===== src/rtl/vic_pkg.sv =====
package vic_pkg;
    // Register map
    localparam logic [7:0] GPIO_IE_BASE   = 8'h04;
    localparam logic [7:0] GLOBAL_IE_ADDR = 8'h20;
    localparam logic [7:0] EP_IE_ADDR     = 8'h21;
    localparam logic [7:0] GLOBAL_PEND    = 8'h22;
    localparam logic [7:0] EP_PEND        = 8'h23;
    localparam logic [7:0] HS_CTRL_ADDR   = 8'h2A;
    localparam int         GPIO_PORTS     = 4;

    // Field layout and reset values
    localparam logic [7:0] GLOBAL_IE_MASK = 8'h7F;
    localparam logic [7:0] EP_IE_MASK     = 8'h1F;
    localparam logic [7:0] PORT3_IE_MASK  = 8'h7F;
    localparam logic [7:0] IE_RESET       = 8'h00;
    localparam int         HS_MODE_BIT    = 0;
    localparam int         GPIO_PINS      = 31;

    // Source index = vector number minus one
    localparam int         NUM_SRC        = 12;
    localparam int         SRC_BUS_RESET  = 0;
    localparam int         SRC_SHORT_TMR  = 1;
    localparam int         SRC_LONG_TMR   = 2;
    localparam int         SRC_EP_FIRST   = 3;
    localparam int         NUM_EP         = 5;
    localparam int         SRC_HUB        = 8;
    localparam int         SRC_DAC        = 9;
    localparam int         SRC_GPIO       = 10;
    localparam int         SRC_SERIAL     = 11;
    localparam int         NUM_HUB_PORTS  = 4;

    // Vector table
    localparam logic [15:0] BOOT_ADDR     = 16'h0000;
    localparam int          SLOT_BYTES    = 2;

    // Timing
    localparam int         CLK_MHZ          = 50;
    localparam int         SHORT_TIMER_US   = 128;
    localparam real        LONG_TIMER_MS    = 1.024;
    localparam int         SHORT_TIMER_CYC  = SHORT_TIMER_US * CLK_MHZ;
    localparam int         LONG_TIMER_CYC   = int'(LONG_TIMER_MS * 1000.0 * CLK_MHZ);
    localparam int         CALL_CYCLES      = 10;
    localparam int         JMP_CYCLES       = 5;

    typedef enum logic [1:0] {
        VIC_BOOT,
        VIC_IDLE,
        VIC_CALL,
        VIC_JUMP
    } vic_seq_t;
endpackage


===== src/rtl/vic_controller.sv =====
//Contract
//- Each source masked by one enable bit
//- Global enable bits zero to six, seven reserved
//- Timer events every 128 us and 1.024 ms
//- Enabled GPIO pins interrupt on both edges
//- Endpoint enables in bits zero to four
//- Reset clears both enable registers
//- Each event latched in own pending flop
//- Pending held until serviced or reset; a one written to its pending bit also clears it
//- Request only when pending and enabled
//- Boot at address zero, two-byte slots
//- Vector address is twice vector number
//- Service starts ten plus five cycles later
//- Output-enable release raises parallel interrupt
//- Strobe release raises parallel interrupt
//- Bus reset event when reset condition ends
//- Endpoint event only on acknowledged last packet
//- Hub event on change, gated babble, gated resume
//- Handshake mode blocks all GPIO pin interrupts
module vic_controller
    import vic_pkg::*;
#(
    parameter int SHORT_PERIOD = SHORT_TIMER_CYC,
    parameter int LONG_PERIOD  = LONG_TIMER_CYC
) (
    input  wire logic                     SYS_CLK,
    input  wire logic                     RESETN,
    input  wire logic [7:0]               ADDR,
    input  wire logic [7:0]               WDATA,
    input  wire logic                     WR_STB,
    input  wire logic                     RD_STB,
    output logic      [7:0]               RDATA,
    input  wire logic                     USB_SE0,
    input  wire logic [NUM_EP-1:0]        EP_PKT_END,
    input  wire logic [NUM_EP-1:0]        EP_ACKED,
    input  wire logic [NUM_HUB_PORTS-1:0] HUB_CONN_CHANGE,
    input  wire logic [NUM_HUB_PORTS-1:0] HUB_BABBLE,
    input  wire logic [NUM_HUB_PORTS-1:0] HUB_RESUME,
    input  wire logic [NUM_HUB_PORTS-1:0] HUB_PORT_EN,
    input  wire logic                     DAC_EVENT,
    input  wire logic                     SERIAL_EVENT,
    input  wire logic [GPIO_PINS-1:0]     GPIO_IN,
    input  wire logic                     OUT_EN_N,
    input  wire logic                     STROBE_IN_N,
    input  wire logic                     CHIP_SEL_N,
    input  wire logic                     INSTR_DONE,
    output logic                          IRQ_REQ,
    output logic                          INT_TAKEN,
    output logic                          VEC_LOAD,
    output logic      [15:0]              VECTOR_ADDR,
    output logic                          ISR_BEGIN,
    output logic                          IRQ_OUT
);

    logic                  rst_q1;
    logic                  rst_n;
    logic [7:0]            global_interrupt_enable;
    logic [7:0]            endpoint_interrupt_enable;
    logic [7:0]            gpio_ie [GPIO_PORTS];
    logic                  hs_mode;
    logic [NUM_SRC-1:0]    pend;
    logic [NUM_SRC-1:0]    en;
    logic [NUM_SRC-1:0]    ev;
    logic [NUM_SRC-1:0]    req;
    logic [NUM_SRC-1:0]    sw_clr;
    logic [NUM_SRC-1:0]    take_clr;
    logic [3:0]            win_idx;
    logic [3:0]            cur_idx;
    logic                  se0_q;
    logic [15:0]           short_cnt;
    logic [15:0]           long_cnt;
    logic                  short_tick;
    logic                  long_tick;
    logic [GPIO_PINS-1:0]  gpio_s1;
    logic [GPIO_PINS-1:0]  gpio_s2;
    logic [GPIO_PINS-1:0]  gpio_s3;
    logic [GPIO_PINS-1:0]  gpio_ie_flat;
    logic [2:0]            hs_s1;
    logic [2:0]            hs_s2;
    logic [2:0]            hs_s3;
    logic                  gpio_ev;
    logic                  hs_ev;
    vic_seq_t              state;
    logic [3:0]            cnt;

    // Lowest set bit wins; used only by the request path, not by status reads
    function automatic logic [3:0] lowest(input logic [NUM_SRC-1:0] v);
        logic [3:0] r;
        r = 4'h0;
        for (int i = NUM_SRC - 1; i >= 0; i--) begin
            if (v[i]) begin
                r = 4'(i);
            end
        end
        return r;
    endfunction

    function automatic logic [15:0] slot_addr(input logic [3:0] idx);
        return 16'((32'(idx) + 1) * SLOT_BYTES);
    endfunction

    always_ff @(posedge SYS_CLK or negedge RESETN) begin
        if (!RESETN) begin
            rst_q1 <= 1'b0;
            rst_n  <= 1'b0;
        end else begin
            rst_q1 <= 1'b1;
            rst_n  <= rst_q1;
        end
    end

    // Register writes
    always_ff @(posedge SYS_CLK or negedge rst_n) begin
        if (!rst_n) begin
            global_interrupt_enable   <= IE_RESET;
            endpoint_interrupt_enable <= IE_RESET;
            hs_mode                   <= 1'b0;
        end else if (WR_STB) begin
            if (ADDR == GLOBAL_IE_ADDR) begin
                global_interrupt_enable <= WDATA & GLOBAL_IE_MASK;
            end else if (ADDR == EP_IE_ADDR) begin
                endpoint_interrupt_enable <= WDATA & EP_IE_MASK;
            end else if (ADDR == HS_CTRL_ADDR) begin
                hs_mode <= WDATA[HS_MODE_BIT];
            end
        end
    end

    genvar gp;
    generate
        for (gp = 0; gp < GPIO_PORTS; gp++) begin : g_port_ie
            always_ff @(posedge SYS_CLK or negedge rst_n) begin
                if (!rst_n) begin
                    gpio_ie[gp] <= IE_RESET;
                end else if (WR_STB && ADDR == GPIO_IE_BASE + 8'(gp)) begin
                    gpio_ie[gp] <= (gp == GPIO_PORTS - 1) ? (WDATA & PORT3_IE_MASK) : WDATA;
                end
            end
        end
    endgenerate

    assign gpio_ie_flat = GPIO_PINS'({gpio_ie[3], gpio_ie[2], gpio_ie[1], gpio_ie[0]});

    // Read data in the cycle after the strobe; enables for pins are write-only
    always_ff @(posedge SYS_CLK or negedge rst_n) begin
        if (!rst_n) begin
            RDATA <= 8'h00;
        end else if (RD_STB) begin
            if (ADDR == GLOBAL_IE_ADDR) begin
                RDATA <= global_interrupt_enable;
            end else if (ADDR == EP_IE_ADDR) begin
                RDATA <= endpoint_interrupt_enable;
            end else if (ADDR == GLOBAL_PEND) begin
                RDATA <= {1'b0, pend[SRC_SERIAL], pend[SRC_GPIO], pend[SRC_DAC], pend[SRC_HUB],
                          pend[SRC_LONG_TMR], pend[SRC_SHORT_TMR], pend[SRC_BUS_RESET]};
            end else if (ADDR == EP_PEND) begin
                RDATA <= {3'b000, pend[SRC_EP_FIRST +: NUM_EP]};
            end else if (ADDR == HS_CTRL_ADDR) begin
                RDATA <= {7'b000_0000, hs_mode};
            end else begin
                RDATA <= 8'h00;
            end
        end else begin
            RDATA <= 8'h00;
        end
    end

    // Enable bits laid out in vector order
    assign en = {global_interrupt_enable[6:3], endpoint_interrupt_enable[4:0],
                 global_interrupt_enable[2:0]};

    always_comb begin
        sw_clr = '0;
        if (WR_STB && ADDR == GLOBAL_PEND) begin
            sw_clr = {WDATA[6:3], 5'b0_0000, WDATA[2:0]};
        end else if (WR_STB && ADDR == EP_PEND) begin
            sw_clr = {4'h0, WDATA[4:0], 3'b000};
        end
    end

    // Timers free-run so their phase does not depend on the enable
    always_ff @(posedge SYS_CLK or negedge rst_n) begin
        if (!rst_n) begin
            short_cnt <= 16'h0000;
        end else if (short_tick) begin
            short_cnt <= 16'h0000;
        end else begin
            short_cnt <= short_cnt + 16'h0001;
        end
    end

    always_ff @(posedge SYS_CLK or negedge rst_n) begin
        if (!rst_n) begin
            long_cnt <= 16'h0000;
        end else if (long_tick) begin
            long_cnt <= 16'h0000;
        end else begin
            long_cnt <= long_cnt + 16'h0001;
        end
    end

    assign short_tick = (short_cnt == 16'(SHORT_PERIOD - 1));
    assign long_tick  = (long_cnt == 16'(LONG_PERIOD - 1));

    // GPIO and handshake pins: two flops before use, third for edge detection; USB_SE0 one flop
    always_ff @(posedge SYS_CLK or negedge rst_n) begin
        if (!rst_n) begin
            gpio_s1 <= '1;
            gpio_s2 <= '1;
            gpio_s3 <= '1;
            hs_s1   <= 3'b111;
            hs_s2   <= 3'b111;
            hs_s3   <= 3'b111;
            se0_q   <= 1'b0;
        end else begin
            gpio_s1 <= GPIO_IN;
            gpio_s2 <= gpio_s1;
            gpio_s3 <= gpio_s2;
            hs_s1   <= {CHIP_SEL_N, STROBE_IN_N, OUT_EN_N};
            hs_s2   <= hs_s1;
            hs_s3   <= hs_s2;
            se0_q   <= USB_SE0;
        end
    end

    assign gpio_ev = !hs_mode && |((gpio_s2 ^ gpio_s3) & gpio_ie_flat);
    // Chip select must still be low when the release is seen
    assign hs_ev = hs_mode && !hs_s3[2] &&
                   ((hs_s2[0] && !hs_s3[0]) ||
                    (hs_s2[1] && !hs_s3[1]));

    always_comb begin
        ev                             = '0;
        ev[SRC_BUS_RESET]              = se0_q && !USB_SE0;
        ev[SRC_SHORT_TMR]              = short_tick;
        ev[SRC_LONG_TMR]               = long_tick;
        ev[SRC_EP_FIRST +: NUM_EP]     = EP_PKT_END & EP_ACKED;
        ev[SRC_HUB]                    = |(HUB_CONN_CHANGE | ((HUB_BABBLE | HUB_RESUME) & HUB_PORT_EN));
        ev[SRC_DAC]                    = DAC_EVENT;
        ev[SRC_GPIO]                   = gpio_ev || hs_ev;
        ev[SRC_SERIAL]                 = SERIAL_EVENT;
    end

    assign req     = pend & en;
    assign IRQ_REQ = |req;
    assign IRQ_OUT = |req;
    assign win_idx = lowest(req);
    assign INT_TAKEN = (state == VIC_IDLE) && INSTR_DONE && IRQ_REQ;

    always_comb begin
        take_clr = '0;
        if (INT_TAKEN) begin
            take_clr[win_idx] = 1'b1;
        end
    end

    // A new event in the clearing cycle keeps the flag set
    always_ff @(posedge SYS_CLK or negedge rst_n) begin
        if (!rst_n) begin
            pend <= '0;
        end else begin
            pend <= ev | (pend & ~(sw_clr | take_clr));
        end
    end

    // Vector sequencer: call phase, then jump phase
    always_ff @(posedge SYS_CLK or negedge rst_n) begin
        if (!rst_n) begin
            state       <= VIC_BOOT;
            cnt         <= 4'h0;
            cur_idx     <= 4'h0;
            VEC_LOAD    <= 1'b0;
            VECTOR_ADDR <= BOOT_ADDR;
            ISR_BEGIN   <= 1'b0;
        end else begin
            VEC_LOAD  <= 1'b0;
            ISR_BEGIN <= 1'b0;
            case (state)
                VIC_BOOT: begin
                    VEC_LOAD    <= 1'b1;
                    VECTOR_ADDR <= BOOT_ADDR;
                    state       <= VIC_IDLE;
                end
                VIC_IDLE: begin
                    if (INT_TAKEN) begin
                        cur_idx <= win_idx;
                        cnt     <= 4'(CALL_CYCLES - 2);
                        state   <= VIC_CALL;
                    end
                end
                VIC_CALL: begin
                    if (cnt == 4'h0) begin
                        VEC_LOAD    <= 1'b1;
                        VECTOR_ADDR <= slot_addr(cur_idx);
                        cnt         <= 4'(JMP_CYCLES - 1);
                        state       <= VIC_JUMP;
                    end else begin
                        cnt <= cnt - 4'h1;
                    end
                end
                VIC_JUMP: begin
                    if (cnt == 4'h0) begin
                        ISR_BEGIN <= 1'b1;
                        state     <= VIC_IDLE;
                    end else begin
                        cnt <= cnt - 4'h1;
                    end
                end
                default: begin
                    state <= VIC_IDLE;
                end
            endcase
        end
    end
endmodule // vic_controller


===== config.mk =====
export PLATFORM = sky130hd
export DESIGN_NAME = vic_controller
export DESIGN_NICKNAME = d
export VERILOG_FILES = /design/src/rtl/vic_pkg.sv /design/src/rtl/vic_controller.sv
export SDC_FILE = /design/constraint.sdc
export NUM_CORES = 1
export LEC_CHECK = 0
export BUFFER_PORTS_ARGS = -buffer_cell sky130_fd_sc_hd__buf_2
export CAP_MARGIN = 0
export CORE_AREA = 3 3 161 163
export DETAILED_ROUTE_END_ITERATION = 8
export DIE_AREA = 0 0 164 166
export HOLD_SLACK_MARGIN = 0.05
export MAX_ROUTING_LAYER = met4
export PLACE_DENSITY = 0.53
export SKIP_CTS_REPAIR_TIMING = 1
export SYNTH_ARGS = -nofsm -noshare
export SYNTH_HDL_FRONTEND = slang
export SYNTH_SLANG_ARGS = --single-unit
export TNS_END_PERCENT = 100

===== constraint.sdc =====
create_clock -name SYS_CLK -period 7.9 [get_ports SYS_CLK]
set_clock_uncertainty 0.1 [all_clocks]
set_input_delay 0.79 -clock SYS_CLK [delete_from_list [all_inputs] [get_ports SYS_CLK]]
set_output_delay 0.79 -clock SYS_CLK [all_outputs]
set_load 0.005 [all_outputs]

Yosys cells after proc, flatten, opt, wreduce, memory -nomap -nowiden
Index checks and enable logic that the tools add are counted.
W data, S select, Z words.

word-level totals
  bits in registers = 229
  output and inout bits = 29
  logic and storage cells = 137

operators by class
  $add $sub $neg = 4
  magnitude comparators = 2
  equal/unequal tests = 18
  muxes and demuxes = 38
  bitwise logic cells = 13
  reduce and logical (&&, ||, !) cells = 36

operators with widths
  operator                 count
  $mux W4                  15
  $mux W16                 3
  $eq A8 B6 Y1 const B     5
  $add A16 B1 Y16 const B  2
  $eq A8 B3 Y1 const B     4
  $pmux W16 S2             1
  $and A31 B31 Y31         1
  $reduce_or A31 Y1        1
  $xor A31 B31 Y31         1
  $and A12 B12 Y12         2
  $mux W12                 2
  $or A12 B12 Y12          2
  $mux W7                  3
  $eq A16 B13 Y1 const B   1
  $eq A16 B16 Y1 const B   1
  $mux W8                  2
  $logic_and A1 B1 Y1      15
  $not A12 Y12             1
  $pmux W4 S3              1
  $reduce_or A12 Y1        1
  $reduce_and A3 Y1        3
  $ne A2 B2 Y1 const B     4
  $or A4 B4 Y4             2
  $pmux W2 S4              1
  other kinds (23)         37

Logic depth before layout (Yosys ltp)
Gate-level depths: netlist of the first run.

  depth in word-level cells = 22
  mapped depth = 9

Worst setup path before layout of the first run
OpenSTA, ideal clock, no wires.

  kind = in2reg
  start point = input port ADDR[4]
  end point = register pend[8]
  setup time = 0.126 ns
  arrival time = 2.570 ns
  required time = 7.674 ns
  path slack = 5.103 ns
  cell stages on the path = 7
  buffers on the path = 1
  cell sequence = or3_1 -> or3b_4 -> or2_0 -> buf_6 -> nor3_4 -> nand2_1 -> a311o_1

on the way
  longest elaborated chain between the ends = 7

ends and longest elaborated chain
  item                    RTL line               text
  start: declaration      vic_controller.sv:28   input wire logic [7:0] ADDR,
  $eq A8 B6 Y1            vic_controller.sv:174  if (WR_STB && ADDR == GLOBAL_PEND) begin
  $logic_and A1 B1 Y1     vic_controller.sv:174
  $mux W12                vic_controller.sv:174
  $or A12 B12 Y12         vic_controller.sv:262  pend <= ev | (pend & ~(sw_clr | take_clr));
  $not A12 Y12            vic_controller.sv:262
  $and A12 B12 Y12        vic_controller.sv:262
  $or A12 B12 Y12         vic_controller.sv:262
  end signal: assignment  vic_controller.sv:262
  end: declaration        vic_controller.sv:61   logic [NUM_SRC-1:0] pend;

Every way passes these cells.
A chain may end at the register's enable or synchronous reset.

Worst setup path after layout of the first run
  start point = register pend[3]
  end point = output port INT_TAKEN

on the way
  longest elaborated chain between the ends = 3

ends and longest elaborated chain
  item                 RTL line               text
  $and A12 B12 Y12     vic_controller.sv:244  assign req = pend & en;
  $reduce_or A12 Y1    vic_controller.sv:245  assign IRQ_REQ = |req;
  $logic_and A1 B1 Y1  vic_controller.sv:248  assign INT_TAKEN = (state == VIC_IDLE) && INSTR_DONE && IRQ_REQ;
  end: declaration     vic_controller.sv:48   output logic INT_TAKEN,

Every way passes these cells.

==> results of run 1 <==
==> cell usage in the layout, fill, tap and decap left out, drive strengths merged, types with 3 or more instances in the layout <==
cell    instances
dfstp         102
mux2           46
dfrtp         115
or2             3
nand3          23
buf           102
bufinv          3
nand2b          5
a22oi          20
nor2           36
o21ai          16
a32o            9
a221oi          3
mux2i           9
and3           11
a21o            3
nand3b          4
diode           5
clkbuf         34
xor2           45
xnor2          15
a31o            5
nor2b           3
nand2          54
clkinv          4
a22o            6
conb           13
nor3           14
a21oi           9
inv            12
ha              8
or3             4
nand4          10
==> final timing paths <==
check / from / to / slack, ns / depth (start not counted)
worst max-delay path: pend[3]$_DFF_PN0_ / INT_TAKEN / 4.46 / 6
worst min-delay path: gpio_s1[15]$_DFF_PN1_ / gpio_s2[15]$_DFF_PN1_ / 0.25 / 0
worst max register to register: pend[3]$_DFF_PN0_ / cnt[0]$_DFFE_PN0P_ / 5.34 / 6
worst min register to register: gpio_s1[15]$_DFF_PN1_ / gpio_s2[15]$_DFF_PN1_ / 0.25 / 0
max in group asynchronous: rst_n$_DFF_PN0_ / gpio_ie[1]$_DFFE_PN0P_ / 5.86 / 1
min in group asynchronous: rst_n$_DFF_PN0_ / gpio_ie[24]$_DFFE_PN0P_ / 0.36 / 0
==> synthesized netlist by cell type, types with 5 or more instances <==
cell and count:
clkbuf_1 6, mux2i_1 9, a22o_1 6, xor2_1 45, o21ai_0 15, xnor2_1 15
a31o_2 5, a32o_1 9, buf_4 13, and3_1 11, inv_1 11, nor3_1 9
nor2_1 35, a21oi_1 9, nand2b_1 5, dfrtp_1 115, mux2_2 46, a22oi_1 20
ha_1 8, dfstp_2 102, nand4_1 10, nand3_1 23, nand2_1 54
==> area by class of cell <==
cell class / instances / area [um2]
Inverter: 11 / 41.3
Tap cell: 324 / 405
Clock buffer: 34 / 729
Clock inverter: 9 / 154
Multi-Input combinational cell: 395 / 2790
Sequential cell: 217 / 5560
Antenna cell: 5 / 12.5
Fill cell: 2280 / 14200
Timing Repair Buffer: 103 / 526
==> state kept, by name (all words and copies together), names as in the netlist, 4 cells and up <==
name and count:
endpoint_interrupt_enable 5, gpio_s1 31, RDATA 7, VECTOR_ADDR 5
gpio_s3 31, global_interrupt_enable 7, short_cnt 16, cur_idx 4
pend 12, gpio_s2 31, gpio_ie 31, long_cnt 16
cnt 4
==> cell families (layout without fill, tap and decap cells) <==
group / count (synthesis) / count (layout)
buf+inv: 37 / 157
fa+ha+maj: 8 / 8
mux: 56 / 56
simple gates: 179 / 179
other cells: 2 / 18
xor+xnor: 60 / 60
compound gates: 79 / 79
flops: 217 / 217
==> per-layer routing <==
metal	global-route usage [%]	vias to the layer above	part of all wire (%)
li1	-	2437	-
met1	17.6	2560	44
met2	21.6	129	49
met3	3.14	30	4.9
met4	3.46	0	2.2
met5	-	-	0
==> per-stage QoR <==
stage | cells | power (mW) | area (um2) | hold WS [ns]
after floorplan | 649 | 1.47 | 8570 | 0.231
after global placement | 1049 | 1.56 | 9320 | 0.237
after detailed placement | 1049 | 1.57 | 9320 | 0.242
after CTS | 1092 | 2.79 | 10200 | -0.0864
after global routing | 1098 | 2.88 | 10200 | 0.231
final | 1098 | 2.74 | 10200 | 0.246
==> power groups by stage <==
stage	Sequential (mW)	Combinational [mW]	Clock, mW
2_1_floorplan	1.27	0.196	0
3_3_place_gp	1.27	0.282	0
3_5_place_dp	1.28	0.290	0
4_1_cts	1.26	0.292	1.24
5_1_grt	1.27	0.327	1.29
6_report	1.26	0.287	1.20
==> worst register-to-register path, stage by stage (launching register included) <==
cell	delay, ns
dfrtp_1	0.44
a22oi_1	0.39
nand2_1	0.10
or4_1	0.65
o21ai_1	0.50
nor3_1	0.11
a21o_1	0.17
==> out/results.tsv, run 1 <==
stage	metric	value	unit
routing	iteration count of the initial detailed-routing pass	4	
timing	crit path time final	3.44	ns
clock_network	H-tree depth	1	
global_routing	initial antenna violation count	5	
setup_path	CP Class	register to output port	
timing	Final Cycle Share	43.5	%
synth	top cell type's share of synthesized area	33.7	%
routing	Via density	4.70	
power	clock group share of total power	43.6	%
synth	Seq/Total Area, Yosys	65.2	%
synth	prevailing post-synth register cell	dfrtp_1	
synth	Synth Area in Adders	1.17	%
cells_and_area	Nets	844	
power	sw frac	24.4	%
clock_network	clock buffer depth	3	
synth	compound-gate portion of the synthesized area	6.66	%
setup_path	Buf+Inv Stages, Crit Path	2	
global_routing	GRT Total Usage	13.6	%
floorplan	row cnt	57	
routing	DRT iter0 DRCs	309	
timing	setup violators final	0	
synth	Post-synth EDFFs	0	
outcome	status	complete, no violations	
setup_path	Crit path largest cell delay	0.65	ns
timing	Hold Fails Final Rpt	0	
setup_path	crit path max fanout	6	
power	worst vdd ir	0.000196	V
floorplan	Core ar.	24500	um2
synth	YS warnings	0	
floorplan	die area	27200	um2
placed_design	Detail Placement HPWL	12500	um
placed_design	GP Congestion	0.878	
timing	fin. max-slew vios	0	
global_routing	Remaining Overflow, GRT	0	
power	Seq pwr share	45.9	%
routing	Total Wirelength	17500	um
synth	count of cell types in the netlist	53	
placed_design	IO Port Bufs	100	
setup_path	WP data required	7.01	ns
synth	asr flop ratio synth	100	%
global_routing	first-pass GRT wire length	29200	um
job	MaxCap Viol Count	0	
routing	WL/cell	16.0	um
synth	post-synthesis register bit count	217	
setup_path	Crit path arrival time	2.55	ns
floorplan	Die Y	166	um
timing	Fmax	291	MHz
synth	Syn Inst Count	638	
routing	vias	5156	
clock_network	total CTS buffers	24	
synth	Cell Area, Synth	8530	um2
routing	ANT nets after route	0	
synth	synth top area cells	dfrtp_1, dfstp_2, mux2_2, xor2_1, nand2_1	
power	total power divided by cell area	268	nW/um2
cells_and_area	post-layout util	41.8	%
timing	slew at the pin with the worst max-slew slack	0.944	ns
floorplan	starting density of the core	34.9	%
timing	slew margin rel.	37.1	%
global_routing	largest net degree at the start of global routing	83	
timing	final setup TNS	0	ns
clock_network	Clock Latency Late Sink	0.52	ns
clock_network	root buffer cell	clkbuf_16	
clock_network	clock-pin slew on the worst setup and hold paths	0.06	ns
setup_path	Top Family by Delay on Critical Path	simple AND/OR/NAND/NOR gates	
synth	largest family of logic cells by synthesized area	simple AND/OR/NAND/NOR gates	
synth	Simple-Gate Fraction of Synth Area	10.8	%
setup_path	CP Cell Sequence	a22oi_1, nand2_1, or4_1, nand3_1, inv_1, buf_2	
clock_network	TritonCTS clock tree	done	
synth	syn avg cell area	13.4	um2
setup_path	Critical Path Start Type	register	
timing	unrepaired setup endpoints after global routing	no	
synth	Synth Area in XOR/XNOR	6.16	%
power	Pint	2.07	mW
routing	drt drc	0	
synth	Yosys top cell by area	dfrtp_1	
min_path	worst min path class	register to register	
floorplan	Boundary Pins	113	
synth	multiplexer share of the synthesized area	7.39	%
power	Sw Pwr	0.669	mW
power	Leakage Power	4.63	nW
setup_path	Slowest cell on crit path	or4_1	
cells_and_area	ratio of cells with drive above 1 in the final layout	39.9	%
placed_design	Place WS	4.68	ns
clock_network	Sink Count	217	
cells_and_area	area grow syn2layout	19.9	%
timing	fin worst setup slack	4.46	ns
setup_path	Critical Path End Type	output port	
floorplan	die width	164	um
power	Gate power share	10.5	%
global_routing	vias in the first global route	5563	
No activity file was read; power rests on OpenSTA's default activity.
==> inputs of run 2 (changes only) <==
- PLACE_DENSITY: 0.53 -> 0.55
- clock period: 7.9 -> 2.85 ns (I/O delays scaled with it)
==> out/results.tsv, run 2 (synthesis results as in run 1) <==
stage	metric	value	unit
outcome	status	complete, no violations	
setup_path	setup slack, reg-to-reg	0.30	ns
floorplan	die width	164	um
cells_and_area	post-layout util	44.0	%
min_path	Worst Hold Path EP	state[0]$_DFFE_PN0P_	
setup_path	Critical Path End Type	output port	
timing	final setup TNS	0	ns
power	worst vdd ir	0.000627	V
timing	fin. max-slew vios	0	
global_routing	first-pass GRT wire length	28000	um
timing	Fmax	364	MHz
placed_design	IO Port Bufs	100	
placed_design	Detail Placement HPWL	11900	um
floorplan	Die Y	166	um
min_path	worst min path class	input port to register	
setup_path	Buf+Inv Stages, Crit Path	2	
power	total power divided by cell area	691	nW/um2
placed_design	GP Congestion	0.789	
setup_path	Top Family by Delay on Critical Path	simple AND/OR/NAND/NOR gates	
power	clock group share of total power	41.6	%
routing	vias	5292	
global_routing	initial antenna violation count	0	
timing	Hold Fails Final Rpt	0	
floorplan	row cnt	57	
floorplan	Core ar.	24500	um2
placed_design	placed insts	1057	
clock_network	H-tree depth	1	
routing	iteration count of the initial detailed-routing pass	4	
timing	WHS	0.0608	ns
clock_network	clock-pin slew on the worst setup and hold paths	0.06	ns
setup_path	Crit Reg-Reg Endpoint	pend[7]$_DFF_PN0_	
power	Pint	5.59	mW
routing	ANT nets after route	0	
setup_path	crit path max fanout	6	
clock_network	TritonCTS clock tree	done	
timing	slew margin rel.	62.2	%
setup_path	Critical Path Start Type	register	
setup_path	Crit path arrival time	2.36	ns
setup_path	CP Cell Sequence	a22oi_1, nand2_1, or4_1, nand3_2, inv_1, buf_2	
clock_network	total CTS buffers	23	
timing	setup violators final	0	
timing	slew at the pin with the worst max-slew slack	0.568	ns
timing	Final Cycle Share	96.4	%
cells_and_area	post-layout instance count excluding filler cells	1155	
setup_path	reg2reg path depth	8	
setup_path	WP data required	2.47	ns
routing	WL/cell	15.0	um
cells_and_area	ratio of cells with drive above 1 in the final layout	38.1	%
setup_path	Slowest cell on crit path	or4_1	
min_path	worst hold path startpoint	INSTR_DONE	
job	MaxCap Viol Count	0	
cells_and_area	commonest non-fill, non-tap cells in the layout	dfrtp_1, dfstp_2, buf_2	
clock_network	clock buffer depth	3	
timing	crit path time final	2.75	ns
setup_path	CP Class	register to output port	
clock_network	root buffer cell	clkbuf_16	
cells_and_area	commonest non-fill, non-tap cell in the layout	dfrtp_1	
timing	unrepaired setup endpoints after global routing	no	
global_routing	GRT Total Usage	13.1	%
routing	Total Wirelength	17300	um
setup_path	Crit path largest cell delay	0.66	ns
floorplan	starting density of the core	34.9	%
power	sw frac	24.9	%
power	Sw Pwr	1.85	mW
min_path	Hold Crit Depth	4	
power	PnR Total Power	7.44	mW
setup_path	FF-to-FF Start	state[1]$_DFFE_PN0P_	
cells_and_area	Nets	905	
power	Seq pwr share	46.8	%
global_routing	largest net degree at the start of global routing	80	
clock_network	Clock Latency Late Sink	0.52	ns
routing	drt drc	0	
routing	Via density	4.58	
global_routing	Remaining Overflow, GRT	0	
global_routing	vias in the first global route	5227	
power	Gate power share	11.7	%
floorplan	die area	27200	um2
floorplan	Boundary Pins	113	
cells_and_area	area grow syn2layout	26.3	%
routing	DRT iter0 DRCs	249	
clock_network	Sink Count	217	
power	Leakage Power	4.86	nW
run 2: cell type report:
cell class | instances | area (um2)
clock inverter | 14 | 151
sequential | 217 | 5560
antenna | 1 | 2.50
timing repair buffer | 165 | 1150
inverter | 11 | 41.3
fill | 2269 | 13700
tap | 324 | 405
multi-input combinational | 395 | 2800
clock buffer | 28 | 657
run 2: how the worst max path moves through the flow:
stage               cells past startpoint                              startpoint                end
floorplan                               7                                 ADDR[4]  pend[8]$_DFF_PN0_
global placement                        7                                 ADDR[4]  pend[8]$_DFF_PN0_
detailed placement                      7                                 ADDR[4]  pend[8]$_DFF_PN0_
CTS                                     6  global_interrupt_enable[0]$_DFFE_PN0P_          INT_TAKEN
global route                            6                       pend[0]$_DFF_PN0_          INT_TAKEN
finish                                  6  global_interrupt_enable[0]$_DFFE_PN0P_          INT_TAKEN
run 2: power by group through the flow:
stage	clock, mW	combinational, mW	sequential, mW
finish	3.09	0.870	3.48
global route	3.35	0.989	3.51
CTS	3.19	0.816	3.48
detailed placement	0	0.814	3.53
global placement	0	0.799	3.53
floorplan	0	0.544	3.53
run 2: worst register-to-register path, delay by kind of cell (launching register included):
family / cells / cell delay (ns)
adders and majority gates: 1 / 0.31
and+or+nand+nor: 3 / 0.49
buffers and inverters: 2 / 0.64
AOI/OAI and AO/OA: 2 / 0.49
DFF: 1 / 0.41
run 2: per-stage QoR:
step,cell area (um2),setup WS [ns]
4_1_cts,10200,0.00190
6_report,10800,0.103
2_1_floorplan,8570,0.558
5_1_grt,10800,0.00654
3_3_place_gp,9400,0.149
3_5_place_dp,9400,0.118
run 2: metal layers:
layer	up-vias	track usage (%)	wire, um
li1	2556	-	-
met1	2585	18.3	7910
met2	122	19.9	8090
met3	29	2.57	899
met4	0	3.20	378
met5	-	-	0
==> inputs of run 3 (changes only) <==
- CELL_PAD_IN_SITES_DETAIL_PLACEMENT: unset -> 1
- CELL_PAD_IN_SITES_GLOBAL_PLACEMENT: unset -> 1
- PLACE_DENSITY: 0.55 -> 0.64
- SETUP_SLACK_MARGIN: unset -> 0.4
==> out/results.tsv, run 3 (synthesis results as in run 1) <==
stage	metric	value	unit
routing	iteration count of the initial detailed-routing pass	4	
routing	Total Wirelength	19700	um
timing	crit path time final	2.57	ns
power	sw frac	25.4	%
timing	setup violators final	0	
clock_network	total CTS buffers	24	
setup_path	Critical Path Start Type	register	
floorplan	starting density of the core	34.9	%
power	Leakage Power	4.87	nW
floorplan	Boundary Pins	113	
timing	final setup TNS	0	ns
timing	Hold Fails Final Rpt	0	
timing	fin. max-slew vios	0	
power	Seq pwr share	46.5	%
cells_and_area	commonest non-fill, non-tap cell in the layout	dfrtp_1	
min_path	worst min path class	input port to register	
timing	slew margin rel.	60.9	%
placed_design	placed cell areas	9370	um2
clock_network	Sink Count	217	
routing	vias	5552	
clock_network	TritonCTS clock tree	done	
routing	DRT iter0 DRCs	244	
global_routing	Remaining Overflow, GRT	0	
setup_path	WP data required	2.47	ns
power	Pint	5.60	mW
routing	drt drc	0	
global_routing	largest net degree at the start of global routing	104	
placed_design	Detail Placement HPWL	13800	um
clock_network	Clock Latency Late Sink	0.53	ns
power	clock group share of total power	41.1	%
floorplan	row cnt	57	
timing	Final Cycle Share	90.1	%
routing	WL/cell	17.0	um
timing	slew at the pin with the worst max-slew slack	0.587	ns
setup_path	CP Class	register to output port	
cells_and_area	area grow syn2layout	26.7	%
cells_and_area	commonest non-fill, non-tap cells in the layout	dfrtp_1, dfstp_2, buf_2	
placed_design	GP Congestion	0.843	
floorplan	Core ar.	24500	um2
cells_and_area	design area	10800	um2
cells_and_area	Nets	906	
clock_network	clock-pin slew on the worst setup and hold paths	0.06	ns
power	total power divided by cell area	695	nW/um2
setup_path	Critical Path End Type	output port	
power	worst vdd ir	0.000561	V
global_routing	GRT Total Usage	14.5	%
timing	unrepaired setup endpoints after global routing	yes	
floorplan	die width	164	um
global_routing	first-pass GRT wire length	31000	um
cells_and_area	ratio of cells with drive above 1 in the final layout	38.2	%
floorplan	die area	27200	um2
clock_network	root buffer cell	clkbuf_16	
floorplan	Die Y	166	um
clock_network	H-tree depth	1	
clock_network	clock buffer depth	3	
setup_path	Crit path arrival time	2.18	ns
setup_path	crit path max fanout	4	
outcome	status	complete, no violations	
timing	Fmax	389	MHz
power	Gate power share	12.4	%
routing	ANT nets after route	0	
power	Sw Pwr	1.91	mW
global_routing	vias in the first global route	5858	
placed_design	IO Port Bufs	100	
job	MaxCap Viol Count	0	
global_routing	initial antenna violation count	2	
routing	Via density	4.80	
-- run 3: cell count changes in the layout (fill, tap and decap cells not counted), moves of 2 or more --
cell        previous run  this run
a22oi_1               20        18
a22oi_2                0         2
buf_2                100        98
buf_6                  0         3
clkbuf_1               1         4
clkinv_2               6         3
clkinvlp_4             2         0
-- run 3: metal layers --
metal / routed length (um) / up-vias / track usage, %
met5: 0 / - / -
met4: 490 / 0 / 3.64
met3: 798 / 38 / 2.57
met2: 9980 / 115 / 24.4
met1: 8390 / 2844 / 18.2
li1: - / 2555 / -
-- run 3: power groups by stage --
stage	clock network, mW	logic, mW	registers [mW]
global route	3.33	1.05	3.52
global placement	0	0.797	3.52
detailed placement	0	0.838	3.54
CTS	3.19	0.842	3.50
finish	3.08	0.934	3.49
floorplan	0	0.544	3.53
-- run 3: layout make-up --
| class | count | area, um2 |
|---|---|---|
| Antenna cell | 2 | 5.00 |
| Clock buffer | 31 | 657 |
| Multi-Input combinational cell | 395 | 2820 |
| Clock inverter | 11 | 146 |
| Tap cell | 324 | 405 |
| Fill cell | 2555 | 13700 |
| Sequential cell | 217 | 5560 |
| Inverter | 11 | 41.3 |
| Timing Repair Buffer | 165 | 1170 |
-- run 3: path summary, 6_finish.rpt --
check | start | to | slack (ns) | depth (start not counted)
setup / recovery | global_interrupt_enable[2]$_DFFE_PN0P_ | IRQ_OUT | 0.28 | 5
hold / removal | HUB_BABBLE[3] | pend[8]$_DFF_PN0_ | 0.05 | 4
setup reg to reg | global_interrupt_enable[2]$_DFFE_PN0P_ | cnt[0]$_DFFE_PN0P_ | 0.40 | 7
hold reg to reg | hs_s1[2]$_DFF_PN1_ | hs_s2[2]$_DFF_PN1_ | 0.25 | 0
max in group asynchronous | rst_n$_DFF_PN0_ | gpio_s3[25]$_DFF_PN1_ | 1.48 | 1
min in group asynchronous | rst_n$_DFF_PN0_ | long_cnt[1]$_DFF_PN0_ | 0.26 | 0
-- run 3: through the flow --
step                      setup WS [ns]  total power, mW  hold WS, ns  utilization, %  std cells
after global placement            0.159             4.32      -0.0293            38.3       1053
after floorplan                   0.558             4.07       -0.111               -        649
after detailed placement          0.110             4.38      -0.0268            38.3       1053
after CTS                        -0.216             7.53       -0.600            41.6       1095
final                             0.281             7.51       0.0543            44.2       1156
after global routing              0.229             7.91       0.0580            44.2       1156
-- run 3: critical path: stages, from the launching register on --
cell and delay, ns:
dfrtp_1 0.44, a22oi_2 0.32, nand2_1 0.10, or4_4 0.53, buf_6 0.16, buf_6 0.11
